`src/verilog/sfcd_pkg.sv`:
```
// Package for the serial flash command decoder: opcodes, command kinds,
// header lengths and decoder states.
// Assumes SPI modes 0 and 3, with the opcode sent most significant bit first.
package sfcd_pkg;

   // Opcodes of the defined command set
   localparam logic [7:0] OP_PERMIT_SET   = 8'h06;
   localparam logic [7:0] OP_PERMIT_CLR   = 8'h04;
   localparam logic [7:0] OP_STATE_WR     = 8'h01;
   localparam logic [7:0] OP_STATE_RD     = 8'h05;
   localparam logic [7:0] OP_ID_TRIPLE    = 8'h9F;
   localparam logic [7:0] OP_READ         = 8'h03;
   localparam logic [7:0] OP_FAST_READ    = 8'h0B;
   localparam logic [7:0] OP_READ_TWO     = 8'h3B;
   localparam logic [7:0] OP_PARAM_READ   = 8'h5A;
   localparam logic [7:0] OP_LEGACY_ID    = 8'hAB;
   localparam logic [7:0] OP_MAKER_PART   = 8'h90;
   localparam logic [7:0] OP_SMALL_CLR    = 8'h20;
   localparam logic [7:0] OP_LARGE_CLR_A  = 8'h52;
   localparam logic [7:0] OP_LARGE_CLR_B  = 8'hD8;
   localparam logic [7:0] OP_WHOLE_CLR_A  = 8'h60;
   localparam logic [7:0] OP_WHOLE_CLR_B  = 8'hC7;
   localparam logic [7:0] OP_PAGE_WRITE   = 8'h02;
   localparam logic [7:0] OP_SLEEP_ENTRY  = 8'hB9;

   // Order-select values of the maker/part query
   localparam logic [7:0] ORDER_MAKER_FIRST = 8'h00;
   localparam logic [7:0] ORDER_PART_FIRST  = 8'h01;

   // Header bytes following the opcode
   localparam logic [2:0] HDR_NONE       = 3'h0;
   localparam logic [2:0] HDR_ADDR       = 3'h3;
   localparam logic [2:0] HDR_ADDR_DUMMY = 3'h4;

   // Total byte counts at which a framed command may end, the byte index cap and the last bit index
   localparam logic [2:0] LEN_SINGLE     = 3'h1;
   localparam logic [2:0] LEN_STATE_WR   = 3'h2;
   localparam logic [2:0] LEN_ADDR_CMD   = 3'h4;
   localparam logic [2:0] LEN_PAGE_MIN   = 3'h5;
   localparam logic [2:0] BYTE_IDX_MAX   = 3'h7;
   localparam logic [2:0] BIT_LAST       = 3'h7;

   // Decoded command kinds, presented with the commit strobe
   typedef enum logic [4:0]
   {
      CMD_NONE, CMD_PERMIT_SET, CMD_PERMIT_CLR, CMD_STATE_WR, CMD_STATE_RD,
      CMD_READ, CMD_FAST_READ, CMD_READ_TWO, CMD_PARAM_READ, CMD_ID_TRIPLE,
      CMD_LEGACY_ID, CMD_MAKER_PART, CMD_SMALL_CLR, CMD_LARGE_CLR,
      CMD_WHOLE_CLR, CMD_PAGE_WRITE, CMD_SLEEP_ENTRY, CMD_SLEEP_EXIT
   } sfcd_cmd_t;

   // Decoder states within one chip-select frame
   typedef enum logic [2:0]
   {
      ST_IDLE, ST_OPCODE, ST_HEADER, ST_DATA, ST_OUT, ST_IGNORE
   } sfcd_state_t;

endpackage

```
`src/verilog/sfcd_link_if.sv`:
```
// Interface carrying the synchronised serial pins to the decoder core.
// Assumes the driving side already passed every pin through two flip-flops.
`timescale 1ns/10ps
`default_nettype none
interface sfcd_link_if;
   logic sclk;
   logic cs_n;
   logic si;

   modport drive (output sclk, output cs_n, output si);
   modport core  (input sclk, input cs_n, input si);
endinterface
`default_nettype wire

```
`src/verilog/sfcd_sync.sv`:
```
// Two-stage synchroniser for the serial clock, chip select and data input.
// Assumes the pins are asynchronous to the core clock.
`timescale 1ns/10ps
`default_nettype none
module sfcd_sync
#(
   parameter int WIDTH = 3
)
(
   // Clock and reset
   input  wire logic             i_core_clk,
   input  wire logic             i_reset_n,
   // Raw pins: {sclk, cs_n, si}
   input  wire logic [WIDTH-1:0] i_pins,
   // Synchronised side
   sfcd_link_if.drive            lk
);

   logic [WIDTH-1:0] stage1;
   logic [WIDTH-1:0] stage2;

   // First stage feeds only the second; chip select idles high
   always_ff @(posedge i_core_clk or negedge i_reset_n)
   begin
      if (!i_reset_n)
      begin
         stage1 <= WIDTH'(3'h2);
         stage2 <= WIDTH'(3'h2);
      end
      else
      begin
         stage1 <= i_pins;
         stage2 <= stage1;
      end
   end

   assign lk.sclk = stage2[2];
   assign lk.cs_n = stage2[1];
   assign lk.si   = stage2[0];

endmodule // sfcd_sync
`default_nettype wire

```
`src/verilog/sfcd_top.sv`:
```
// Command decoder for a serial NOR flash, with write-permit latch,
// status read and identification queries.
// Assumes program/erase engines report busy and a completion pulse on i_core_clk.
// Behaviour
// - Opcode 06h sets write-permit latch
// - Opcode 04h clears write-permit latch
// - Latch cleared after power-up
// - Status write 01h, latch cleared when done
// - Page write 02h, latch cleared when done
// - Small clear 20h, latch cleared when done
// - Large clear 52h/D8h, latch cleared when done
// - Whole clear 60h/C7h, latch cleared when done
// - Opcode 05h streams status byte
// - Status read always allowed, repeats live byte
// - 90h, two dummies, order byte, IDs out
// - Order 00h maker first, 01h part first
// - Framed commands rejected off byte boundary
// - Unknown opcode: quiet until next select
// - Modifying commands need latch set
// - Busy flag reflects running cycle
`timescale 1ns/10ps
`default_nettype none
module sfcd_top
#(
   parameter logic [7:0] MAKER_CODE   = 8'h5C, // Arbitrary value
   parameter logic [7:0] PART_CODE_HI = 8'h21, // Arbitrary value
   parameter logic [7:0] PART_CODE_LO = 8'h12, // Arbitrary value
   parameter logic [7:0] LEGACY_CODE  = 8'h11  // Arbitrary value
)
(
   // Clock and reset
   input  wire logic              i_core_clk,
   input  wire logic              i_reset_n,
   // Serial pins
   input  wire logic              i_sclk,
   input  wire logic              i_cs_n,
   input  wire logic              i_si,
   output logic                   o_so,
   output logic                   o_so_oe,
   // Engine side
   input  wire logic              i_busy,
   input  wire logic              i_op_done,
   input  wire logic [5:0]        i_prot_bits,
   input  wire logic [7:0]        i_array_byte,
   output logic                   o_array_req,
   output logic                   o_cmd_go,
   output sfcd_pkg::sfcd_cmd_t    o_cmd,
   output logic [23:0]            o_addr,
   output logic                   o_data_valid,
   output logic [7:0]             o_data,
   output logic                   o_write_permit
);
   import sfcd_pkg::*;

   sfcd_link_if lk ();
   sfcd_state_t state;
   sfcd_cmd_t   cmd;
   sfcd_cmd_t   dec_cmd;
   logic        sclk_d;
   logic        cs_d;
   logic [2:0]  bit_cnt;
   logic [2:0]  byte_idx;
   logic [6:0]  shreg;
   logic [2:0]  obit;
   logic [1:0]  oidx;
   logic        part_first;
   logic        rst_seen;
   logic [2:0]  dec_hdr;
   logic [7:0]  byte_in;
   logic [7:0]  cur_byte;
   logic        sclk_rise;
   logic        sclk_fall;
   logic        cs_fall;
   logic        cs_rise;
   logic        byte_done;
   logic        is_output;
   logic        modifying;
   logic        commit_ok;
   logic        commit_set;
   logic        commit_clr;
   logic        hdr_last;

   sfcd_sync #(.WIDTH(3)) u_sync
   (
      .i_core_clk (i_core_clk),
      .i_reset_n  (i_reset_n),
      .i_pins     ({i_sclk, i_cs_n, i_si}),
      .lk         (lk.drive)
   );

   // Edge detection on already synchronised pins
   always_ff @(posedge i_core_clk or negedge i_reset_n)
   begin
      if (!i_reset_n)
      begin
         sclk_d <= 1'b0;
         cs_d   <= 1'b1;
      end
      else
      begin
         sclk_d <= lk.sclk;
         cs_d   <= lk.cs_n;
      end
   end

   assign sclk_rise = lk.sclk & ~sclk_d & ~lk.cs_n;
   assign sclk_fall = ~lk.sclk & sclk_d & ~lk.cs_n;
   assign cs_fall   = ~lk.cs_n & cs_d;
   assign cs_rise   = lk.cs_n & ~cs_d;
   assign byte_done = sclk_rise && (bit_cnt == BIT_LAST);
   assign byte_in   = {shreg, lk.si};

   // Opcode decode with header length
   always_comb
   begin
      dec_hdr = HDR_NONE;
      case (byte_in)
         OP_PERMIT_SET:  dec_cmd = CMD_PERMIT_SET;
         OP_PERMIT_CLR:  dec_cmd = CMD_PERMIT_CLR;
         OP_STATE_WR:    dec_cmd = CMD_STATE_WR;
         OP_STATE_RD:    dec_cmd = CMD_STATE_RD;
         OP_ID_TRIPLE:   dec_cmd = CMD_ID_TRIPLE;
         OP_SLEEP_ENTRY: dec_cmd = CMD_SLEEP_ENTRY;
         OP_WHOLE_CLR_A,
         OP_WHOLE_CLR_B: dec_cmd = CMD_WHOLE_CLR;
         OP_READ:        begin dec_cmd = CMD_READ;       dec_hdr = HDR_ADDR;       end
         OP_FAST_READ:   begin dec_cmd = CMD_FAST_READ;  dec_hdr = HDR_ADDR_DUMMY; end
         OP_READ_TWO:    begin dec_cmd = CMD_READ_TWO;   dec_hdr = HDR_ADDR_DUMMY; end
         OP_PARAM_READ:  begin dec_cmd = CMD_PARAM_READ; dec_hdr = HDR_ADDR_DUMMY; end
         OP_LEGACY_ID:   begin dec_cmd = CMD_LEGACY_ID;  dec_hdr = HDR_ADDR;       end
         OP_MAKER_PART:  begin dec_cmd = CMD_MAKER_PART; dec_hdr = HDR_ADDR;       end
         OP_SMALL_CLR:   begin dec_cmd = CMD_SMALL_CLR;  dec_hdr = HDR_ADDR;       end
         OP_LARGE_CLR_A,
         OP_LARGE_CLR_B: begin dec_cmd = CMD_LARGE_CLR;  dec_hdr = HDR_ADDR;       end
         OP_PAGE_WRITE:  begin dec_cmd = CMD_PAGE_WRITE; dec_hdr = HDR_ADDR;       end
         default:        dec_cmd = CMD_NONE;
      endcase
   end

   assign modifying = (dec_cmd == CMD_STATE_WR) || (dec_cmd == CMD_PAGE_WRITE) ||
                      (dec_cmd == CMD_SMALL_CLR) || (dec_cmd == CMD_LARGE_CLR) ||
                      (dec_cmd == CMD_WHOLE_CLR);
   assign is_output = (cmd == CMD_STATE_RD) || (cmd == CMD_ID_TRIPLE) || (cmd == CMD_READ) ||
                      (cmd == CMD_FAST_READ) || (cmd == CMD_READ_TWO) || (cmd == CMD_PARAM_READ) ||
                      (cmd == CMD_LEGACY_ID) || (cmd == CMD_MAKER_PART);

   // Last header byte; reads with a dummy run one byte past the address
   assign hdr_last  = byte_idx == ((cmd == CMD_FAST_READ || cmd == CMD_READ_TWO || cmd == CMD_PARAM_READ) ?
                                   HDR_ADDR_DUMMY : HDR_ADDR);

   // Frame sequencing, bit and byte counting
   always_ff @(posedge i_core_clk or negedge i_reset_n)
   begin
      if (!i_reset_n)
      begin
         state    <= ST_IDLE;
         cmd      <= CMD_NONE;
         bit_cnt  <= 3'h0;
         byte_idx <= 3'h0;
         shreg    <= 7'h00;
      end
      else if (cs_fall)
      begin
         state    <= ST_OPCODE;
         bit_cnt  <= 3'h0;
         byte_idx <= 3'h0;
      end
      else if (lk.cs_n)
         state <= ST_IDLE;
      else if (sclk_rise && state != ST_OUT && state != ST_IGNORE && state != ST_IDLE)
      begin
         bit_cnt <= bit_cnt + 3'h1;
         shreg   <= byte_in[6:0];
         if (bit_cnt == BIT_LAST)
         begin
            if (byte_idx != BYTE_IDX_MAX)
               byte_idx <= byte_idx + 3'h1;
            if (state == ST_OPCODE)
            begin
               cmd <= dec_cmd;
               // Undefined opcodes and unpermitted writes go quiet till next select
               if (dec_cmd == CMD_NONE || (modifying && (!o_write_permit || i_busy)))
                  state <= ST_IGNORE;
               else if (dec_hdr != HDR_NONE)
                  state <= ST_HEADER;
               else if (dec_cmd == CMD_STATE_RD || dec_cmd == CMD_ID_TRIPLE)
                  state <= ST_OUT;
               else
                  state <= ST_DATA;
            end
            else if (state == ST_HEADER)
            begin
               if (hdr_last)
                  state <= is_output ? ST_OUT : ST_DATA;
            end
         end
      end
   end

   // Address capture, order select and incoming data bytes
   always_ff @(posedge i_core_clk or negedge i_reset_n)
   begin
      if (!i_reset_n)
      begin
         o_addr       <= 24'h000000;
         part_first   <= 1'b0;
         o_data       <= 8'h00;
         o_data_valid <= 1'b0;
      end
      else
      begin
         o_data_valid <= 1'b0;
         if (byte_done && state == ST_HEADER && byte_idx <= 3'h3)
         begin
            o_addr <= {o_addr[15:0], byte_in};
            if (byte_idx == 3'h3 && cmd == CMD_MAKER_PART)
               part_first <= (byte_in == ORDER_PART_FIRST);
         end
         if (byte_done && state == ST_DATA)
         begin
            o_data       <= byte_in;
            o_data_valid <= 1'b1;
         end
      end
   end

   // Byte presented on the output lane; status is live so busy can be polled
   always_comb
   begin
      case (cmd)
         CMD_STATE_RD:   cur_byte = {i_prot_bits, o_write_permit, i_busy};
         CMD_ID_TRIPLE:  cur_byte = (oidx == 2'h0) ? MAKER_CODE :
                                    (oidx == 2'h1) ? PART_CODE_HI : PART_CODE_LO;
         CMD_MAKER_PART: cur_byte = (oidx[0] ^ part_first) ? PART_CODE_LO : MAKER_CODE;
         CMD_LEGACY_ID:  cur_byte = LEGACY_CODE;
         default:        cur_byte = i_array_byte;
      endcase
   end

   // Shift out on falling clock; array asked for a byte ahead of its use
   always_ff @(posedge i_core_clk or negedge i_reset_n)
   begin
      if (!i_reset_n)
      begin
         o_so        <= 1'b0;
         obit        <= 3'h0;
         oidx        <= 2'h0;
         o_array_req <= 1'b0;
      end
      else
      begin
         // The last header byte and the end of each streamed byte ask, so the datapath advances once per byte
         o_array_req <= byte_done && state == ST_HEADER && hdr_last && is_output;
         if (state != ST_OUT)
         begin
            obit <= 3'h0;
            oidx <= 2'h0;
         end
         else if (sclk_fall)
         begin
            o_so <= cur_byte[3'h7 - obit];
            obit <= obit + 3'h1;
            if (obit == BIT_LAST)
            begin
               oidx        <= (cmd == CMD_ID_TRIPLE && oidx == 2'h2) ? 2'h0 : oidx + 2'h1;
               o_array_req <= 1'b1;
            end
         end
      end
   end

   // Lane driven only while streaming inside a selected frame
   always_ff @(posedge i_core_clk or negedge i_reset_n)
   begin
      if (!i_reset_n)
         o_so_oe <= 1'b0;
      else
         o_so_oe <= state == ST_OUT && !lk.cs_n && !cs_rise;
   end

   // Framed commands commit only on an exact byte boundary
   always_comb
   begin
      commit_ok = 1'b0;
      if (bit_cnt == 3'h0 && (state == ST_DATA || state == ST_HEADER))
      begin
         case (cmd)
            CMD_PERMIT_SET, CMD_PERMIT_CLR,
            CMD_WHOLE_CLR, CMD_SLEEP_ENTRY,
            CMD_LEGACY_ID:                commit_ok = (byte_idx == LEN_SINGLE);
            CMD_STATE_WR:                 commit_ok = (byte_idx == LEN_STATE_WR);
            CMD_SMALL_CLR, CMD_LARGE_CLR: commit_ok = (byte_idx == LEN_ADDR_CMD);
            CMD_PAGE_WRITE:               commit_ok = (byte_idx >= LEN_PAGE_MIN);
            default:                      commit_ok = 1'b0;
         endcase
      end
   end

   assign commit_set = cs_rise && commit_ok && cmd == CMD_PERMIT_SET;
   assign commit_clr = cs_rise && commit_ok && cmd == CMD_PERMIT_CLR;

   // Command strobe to the engines; ABh ended after its opcode is a sleep exit
   always_ff @(posedge i_core_clk or negedge i_reset_n)
   begin
      if (!i_reset_n)
      begin
         o_cmd_go <= 1'b0;
         o_cmd    <= CMD_NONE;
      end
      else
      begin
         o_cmd_go <= cs_rise && commit_ok;
         if (cs_rise && commit_ok)
            o_cmd <= (cmd == CMD_LEGACY_ID) ? CMD_SLEEP_EXIT : cmd;
      end
   end

   // Write-permit latch; a set in the same cycle as a completion wins
   always_ff @(posedge i_core_clk or negedge i_reset_n)
   begin
      if (!i_reset_n)
         o_write_permit <= 1'b0;
      else if (commit_set)
         o_write_permit <= 1'b1;
      else if (commit_clr || i_op_done)
         o_write_permit <= 1'b0;
   end

   // Marks the first cycle after reset release
   always_ff @(posedge i_core_clk or negedge i_reset_n)
   begin
      if (!i_reset_n)
         rst_seen <= 1'b0;
      else
         rst_seen <= 1'b1;
   end

   chk_permit_set_latch: assert property (@(posedge i_core_clk) disable iff (!i_reset_n)
      commit_set |=> o_write_permit) else $error("permit set not latched");
   chk_permit_clr_latch: assert property (@(posedge i_core_clk) disable iff (!i_reset_n)
      commit_clr |=> !o_write_permit) else $error("permit clear not latched");
   chk_permit_power_up: assert property (@(posedge i_core_clk) disable iff (!i_reset_n)
      !rst_seen |-> !o_write_permit) else $error("permit set after reset");
   chk_done_clears_permit: assert property (@(posedge i_core_clk) disable iff (!i_reset_n)
      (i_op_done && !commit_set) |=> !o_write_permit) else $error("permit kept after completion");
   chk_go_on_boundary: assert property (@(posedge i_core_clk) disable iff (!i_reset_n)
      o_cmd_go |-> $past(cs_rise) && $past(bit_cnt) == 3'h0)
      else $error("command committed off boundary");
   chk_permit_gates_write: assert property (@(posedge i_core_clk) disable iff (!i_reset_n)
      (byte_done && state == ST_OPCODE && modifying && !o_write_permit) |=> state == ST_IGNORE)
      else $error("write accepted without permit");
   chk_unknown_quiet: assert property (@(posedge i_core_clk) disable iff (!i_reset_n)
      (state == ST_IGNORE) |=> !o_so_oe) else $error("lane driven after unknown opcode");
   chk_status_busy_bit: assert property (@(posedge i_core_clk) disable iff (!i_reset_n)
      (state == ST_OUT && cmd == CMD_STATE_RD && sclk_fall && obit == BIT_LAST)
      |=> o_so == $past(i_busy)) else $error("busy bit wrong in status");
   chk_deselect_quiet: assert property (@(posedge i_core_clk) disable iff (!i_reset_n)
      lk.cs_n |=> !o_so_oe) else $error("lane driven while deselected");

endmodule // sfcd_top
`default_nettype wire
```
`config.mk`:
```
export PLATFORM = sky130hd
export DESIGN_NAME = sfcd_top
export DESIGN_NICKNAME = d
export VERILOG_FILES = /design/src/verilog/sfcd_pkg.sv /design/src/verilog/sfcd_link_if.sv /design/src/verilog/sfcd_sync.sv /design/src/verilog/sfcd_top.sv
export SDC_FILE = /design/constraint.sdc
export NUM_CORES = 1
export LEC_CHECK = 0
export ABC_AREA = 0
export BUFFER_PORTS_ARGS = -buffer_cell sky130_fd_sc_hd__buf_2
export CORE_MARGIN = 4
export CORE_UTILIZATION = 30
export CTS_CLUSTER_DIAMETER = 80
export CTS_CLUSTER_SIZE = 25
export DETAILED_ROUTE_END_ITERATION = 12
export PLACE_DENSITY_LB_ADDON = 0.12
export SETUP_SLACK_MARGIN = 0.4
export SYNTH_ARGS = -nofsm -noshare
export SYNTH_HDL_FRONTEND = slang
export SYNTH_SLANG_ARGS = --single-unit
```
`constraint.sdc`:
```
create_clock -name i_core_clk -period 2.8 [get_ports i_core_clk]
set_clock_uncertainty 0.15 [all_clocks]
set_input_delay 0.14 -clock i_core_clk [delete_from_list [all_inputs] [get_ports i_core_clk]]
set_output_delay 0.14 -clock i_core_clk [all_outputs]
set_load 0.05 [all_outputs]
```
==> flow_summary_export.csv <==
group,metric,value,unit
status,status,"completed",
setup_path,cp-start-kind,"register",
grt,grt_max_degree,79,
synth,yosys_register_bits,78,
synth,synth.top_cell.area_share,0.454,
synth,synth_warnings,0,
die,io_pins,64,
synth,yosysMostFrequentCell,"dfrtp_1",
setup_path,arrival,2460,ps
die,die_x,125,µm
setup_path,critPathCaptureType,"register",
synth,synth-edff-count,0,
synth,synthesis.nets,427,
route,ant_nets,0,
route,vias_per_cell,4.94,
timing,fmax,421,MHz
synth,synth_adder_area_share,0.0273,
synth,synthCells,397,
setup_path,crit_required,2890,ps
synth,synth_ff_type,"dfrtp_1",
route,drc,0,
timing,slew_viol_final,0,
pwr,ir_drop,0.258,mV
setup_path,cpPeakStageDelay,540,ps
placed_design,dp_hpwl,7060,µm
run,max_cap_violations,0,
hold_path,worstHoldStart,"i_array_byte[7]",
synth,synth-compound-area-share,0.129,
route,drt_wl_total,10300,µm
setup_path,reg2reg_from,"shreg[6]$_DFFE_PN0P_",
synth,synth_xor_area_frac,0.0127,
clocking,cts_made_buffers,9,
pwr,p_per_area,534,nW/µm²
final_layout,nets,513,
setup_path,crit_path_max_fanout,8,
setup_path,cp_cell_sequence,"or2_4, or4_4, and3b_4, o2111ai_4, a31o_1, a21oi_1, o41ai_2",
pwr,total_power,2.81,mW
timing,fin_crit,2370,ps
synth,synth_top_family_by_area,"simple AND/OR/NAND/NOR gates",
timing,rsz0062_at_grt,"true",
die,dieArea,15700,µm²
clocking,clockBufferDepth,2,
timing,tns,0,ps
die,die_height,125,µm
grt,grt_use_total,0.133,
setup_path,cpMaxStageDelayCell,"or4_4",
placed_design,gp_congestion,0.800,
synth,synth_cell_types,66,
synth,ys_seq_area_frac,0.473,
timing,fin_crit_sh,0.848,
clocking,clockRootBuffer,"clkbuf_16",
clocking,clk_latency,340,ps
grt,antenna_found_initial,0,
synth,synthArstFlopShare,1.00,
grt,gr-total-overflow,0,
pwr,power_leakage,2.55,nW
timing,maxSlewHeadroom,0.328,
hold_path,hold_path.class,"input port to register",
synth,synth_mux_area_frac,0.126,
clocking,path_clk_slew,70,ps
route,wl_per_cell,15.5,µm
final_layout,area_growth,27.2,%
synth,syn_area,4130,µm²
die,core_area,13300,µm²
synth,synth.largest_area_cell,"dfrtp_1",
synth,syn_avg_cell_area,10.4,µm²
timing,setup_violations,0,
grt,grt_pass1_vias,3330,
route,firstDrtPassIters,4,
die,start_util,0.309,
final_layout,antenna_cells,0,
grt,grt_pass1_wl,17100,µm
timing,tightest_slew,1010,ps
synth,ys_top_cells_by_count,"dfrtp_1, mux2_2, nand2_1",
final_layout,drive_gt1_frac,0.398,
clocking,cts_tree,"yes",
timing,final_hold_viol_count,0,
synth,synth-simple-area-share,0.192,
setup_path,crit_path_start,"shreg[6]$_DFFE_PN0P_",
clocking,htreeDepth,3,
route,num_vias,3277,
die,placementRows,42,
route,drtIter0Drc,214,
setup_path,criticalPathCategory,"register to register",
clocking,cts.sinks,78,
placed_design,portBuffers,63,
synth,synthTopCellsByArea,"dfrtp_1, mux2_2, o21ai_0",
-- where the power goes --
group          leakage (nW)  internal, mW  total, mW  switching, mW
sequential             1.04          1.16       1.21         0.0497
combinational          1.36         0.185      0.390          0.205
clock                 0.148         0.703       1.21          0.507
-- metrics by stage --
step                      utilization  hold WS (ps)  area, µm²  setup WS [ps]  instances
final                           0.394           109       5250            425        664
after global routing            0.394           113       5250            332        664
after CTS                       0.381          99.9       5090            407        652
after detailed placement        0.347          96.2       4630            300        620
after global placement          0.347          97.9       4630            344        620
after floorplan                     -          -306       4130            512        397
-- layer usage --
metal | vias up | part of all wire | routed length, µm | GRT usage
met2 | 80 | 0.44 | 4530 | 0.197
met4 | 0 | 0.016 | 167 | 0.0491
met3 | 14 | 0.046 | 471 | 0.0303
met1 | 1574 | 0.50 | 5110 | 0.190
met5 | - | 0 | 0 | 0
li1 | 1609 | - | - | -
-- critical path: cells and delay by family, from the launching register on --
kind | cells | cell delay [ps]
AND/OR/NAND/NOR | 3 | 1040
AO/OA/AOI/OAI | 4 | 620
flip-flops | 1 | 450
-- sequential cells by signal (all words and copies together) (netlist names), 2 cells and up --
signal and count:
o_cmd 5, state 3, shreg 7, oidx 2, bit_cnt 3, o_data 8, cmd 5, obit 3
u_sync.stage2 3, o_addr 24, byte_idx 3, u_sync.stage1 3
-- worst paths after layout --
| check | cells after the start | slack, ps | end |
|---|---|---|---|
| worst min-delay path | 4 | 110 | o_so$_DFFE_PN0P_ |
| worst max-delay path | 7 | 430 | state[2]$_DFFE_PN0P_ |
| max in group asynchronous | 2 | 1430 | shreg[0]$_DFFE_PN0P_ |
| min in group asynchronous | 2 | 360 | o_addr[22]$_DFFE_PN0P_ |
| worst max register to register | 7 | 430 | state[2]$_DFFE_PN0P_ |
| worst min register to register | 0 | 200 | u_sync.stage2[2]$_DFF_PN0_ |
-- cells by family (layout without fill, tap and decap cells) --
family | Yosys count | after routing
flip-flops | 78 | 78
AND/OR/NAND/NOR | 140 | 140
AO/OA/AOI/OAI | 79 | 79
XOR/XNOR | 6 | 6
multiplexers | 47 | 47
buffers and inverters | 38 | 129
adder cells (fa/ha/maj) | 9 | 9
-- what timing repair did --
action / 4_1_cts / 5_1_grt
buffers inserted: 11 / 12
pin swaps: 0 / 6
resized for setup: 10 / 20
setup endpoints to repair: 3 / 39
hold endpoints to repair: 79 / 0
hold buffers: 5 / 0
-- cell usage in the layout, fill, tap and decap left out, types with 5 or more instances in the layout --
cell	count
inv_1	12
dlygate4sd3_1	5
dfrtp_2	12
a21oi_1	14
mux2_2	40
nor2_1	24
xnor2_1	5
buf_4	34
nor2b_1	14
nand2_1	30
buf_2	62
o21ai_0	27
nand3_1	9
dfrtp_1	63
mux2i_1	7
ha_1	9
nand2b_1	7
clkbuf_16	9
nor3_1	7
-- final cells by class --
type	instances	area [µm²]
Fill cell	1346	8090
Multi-Input combinational cell	281	2100
Sequential cell	78	1970
Timing Repair Buffer	101	616
Clock buffer	9	225
Tap cell	176	220
Clock inverter	7	80.1
Inverter	12	45.0
Power figures use the tool's default switching activity.
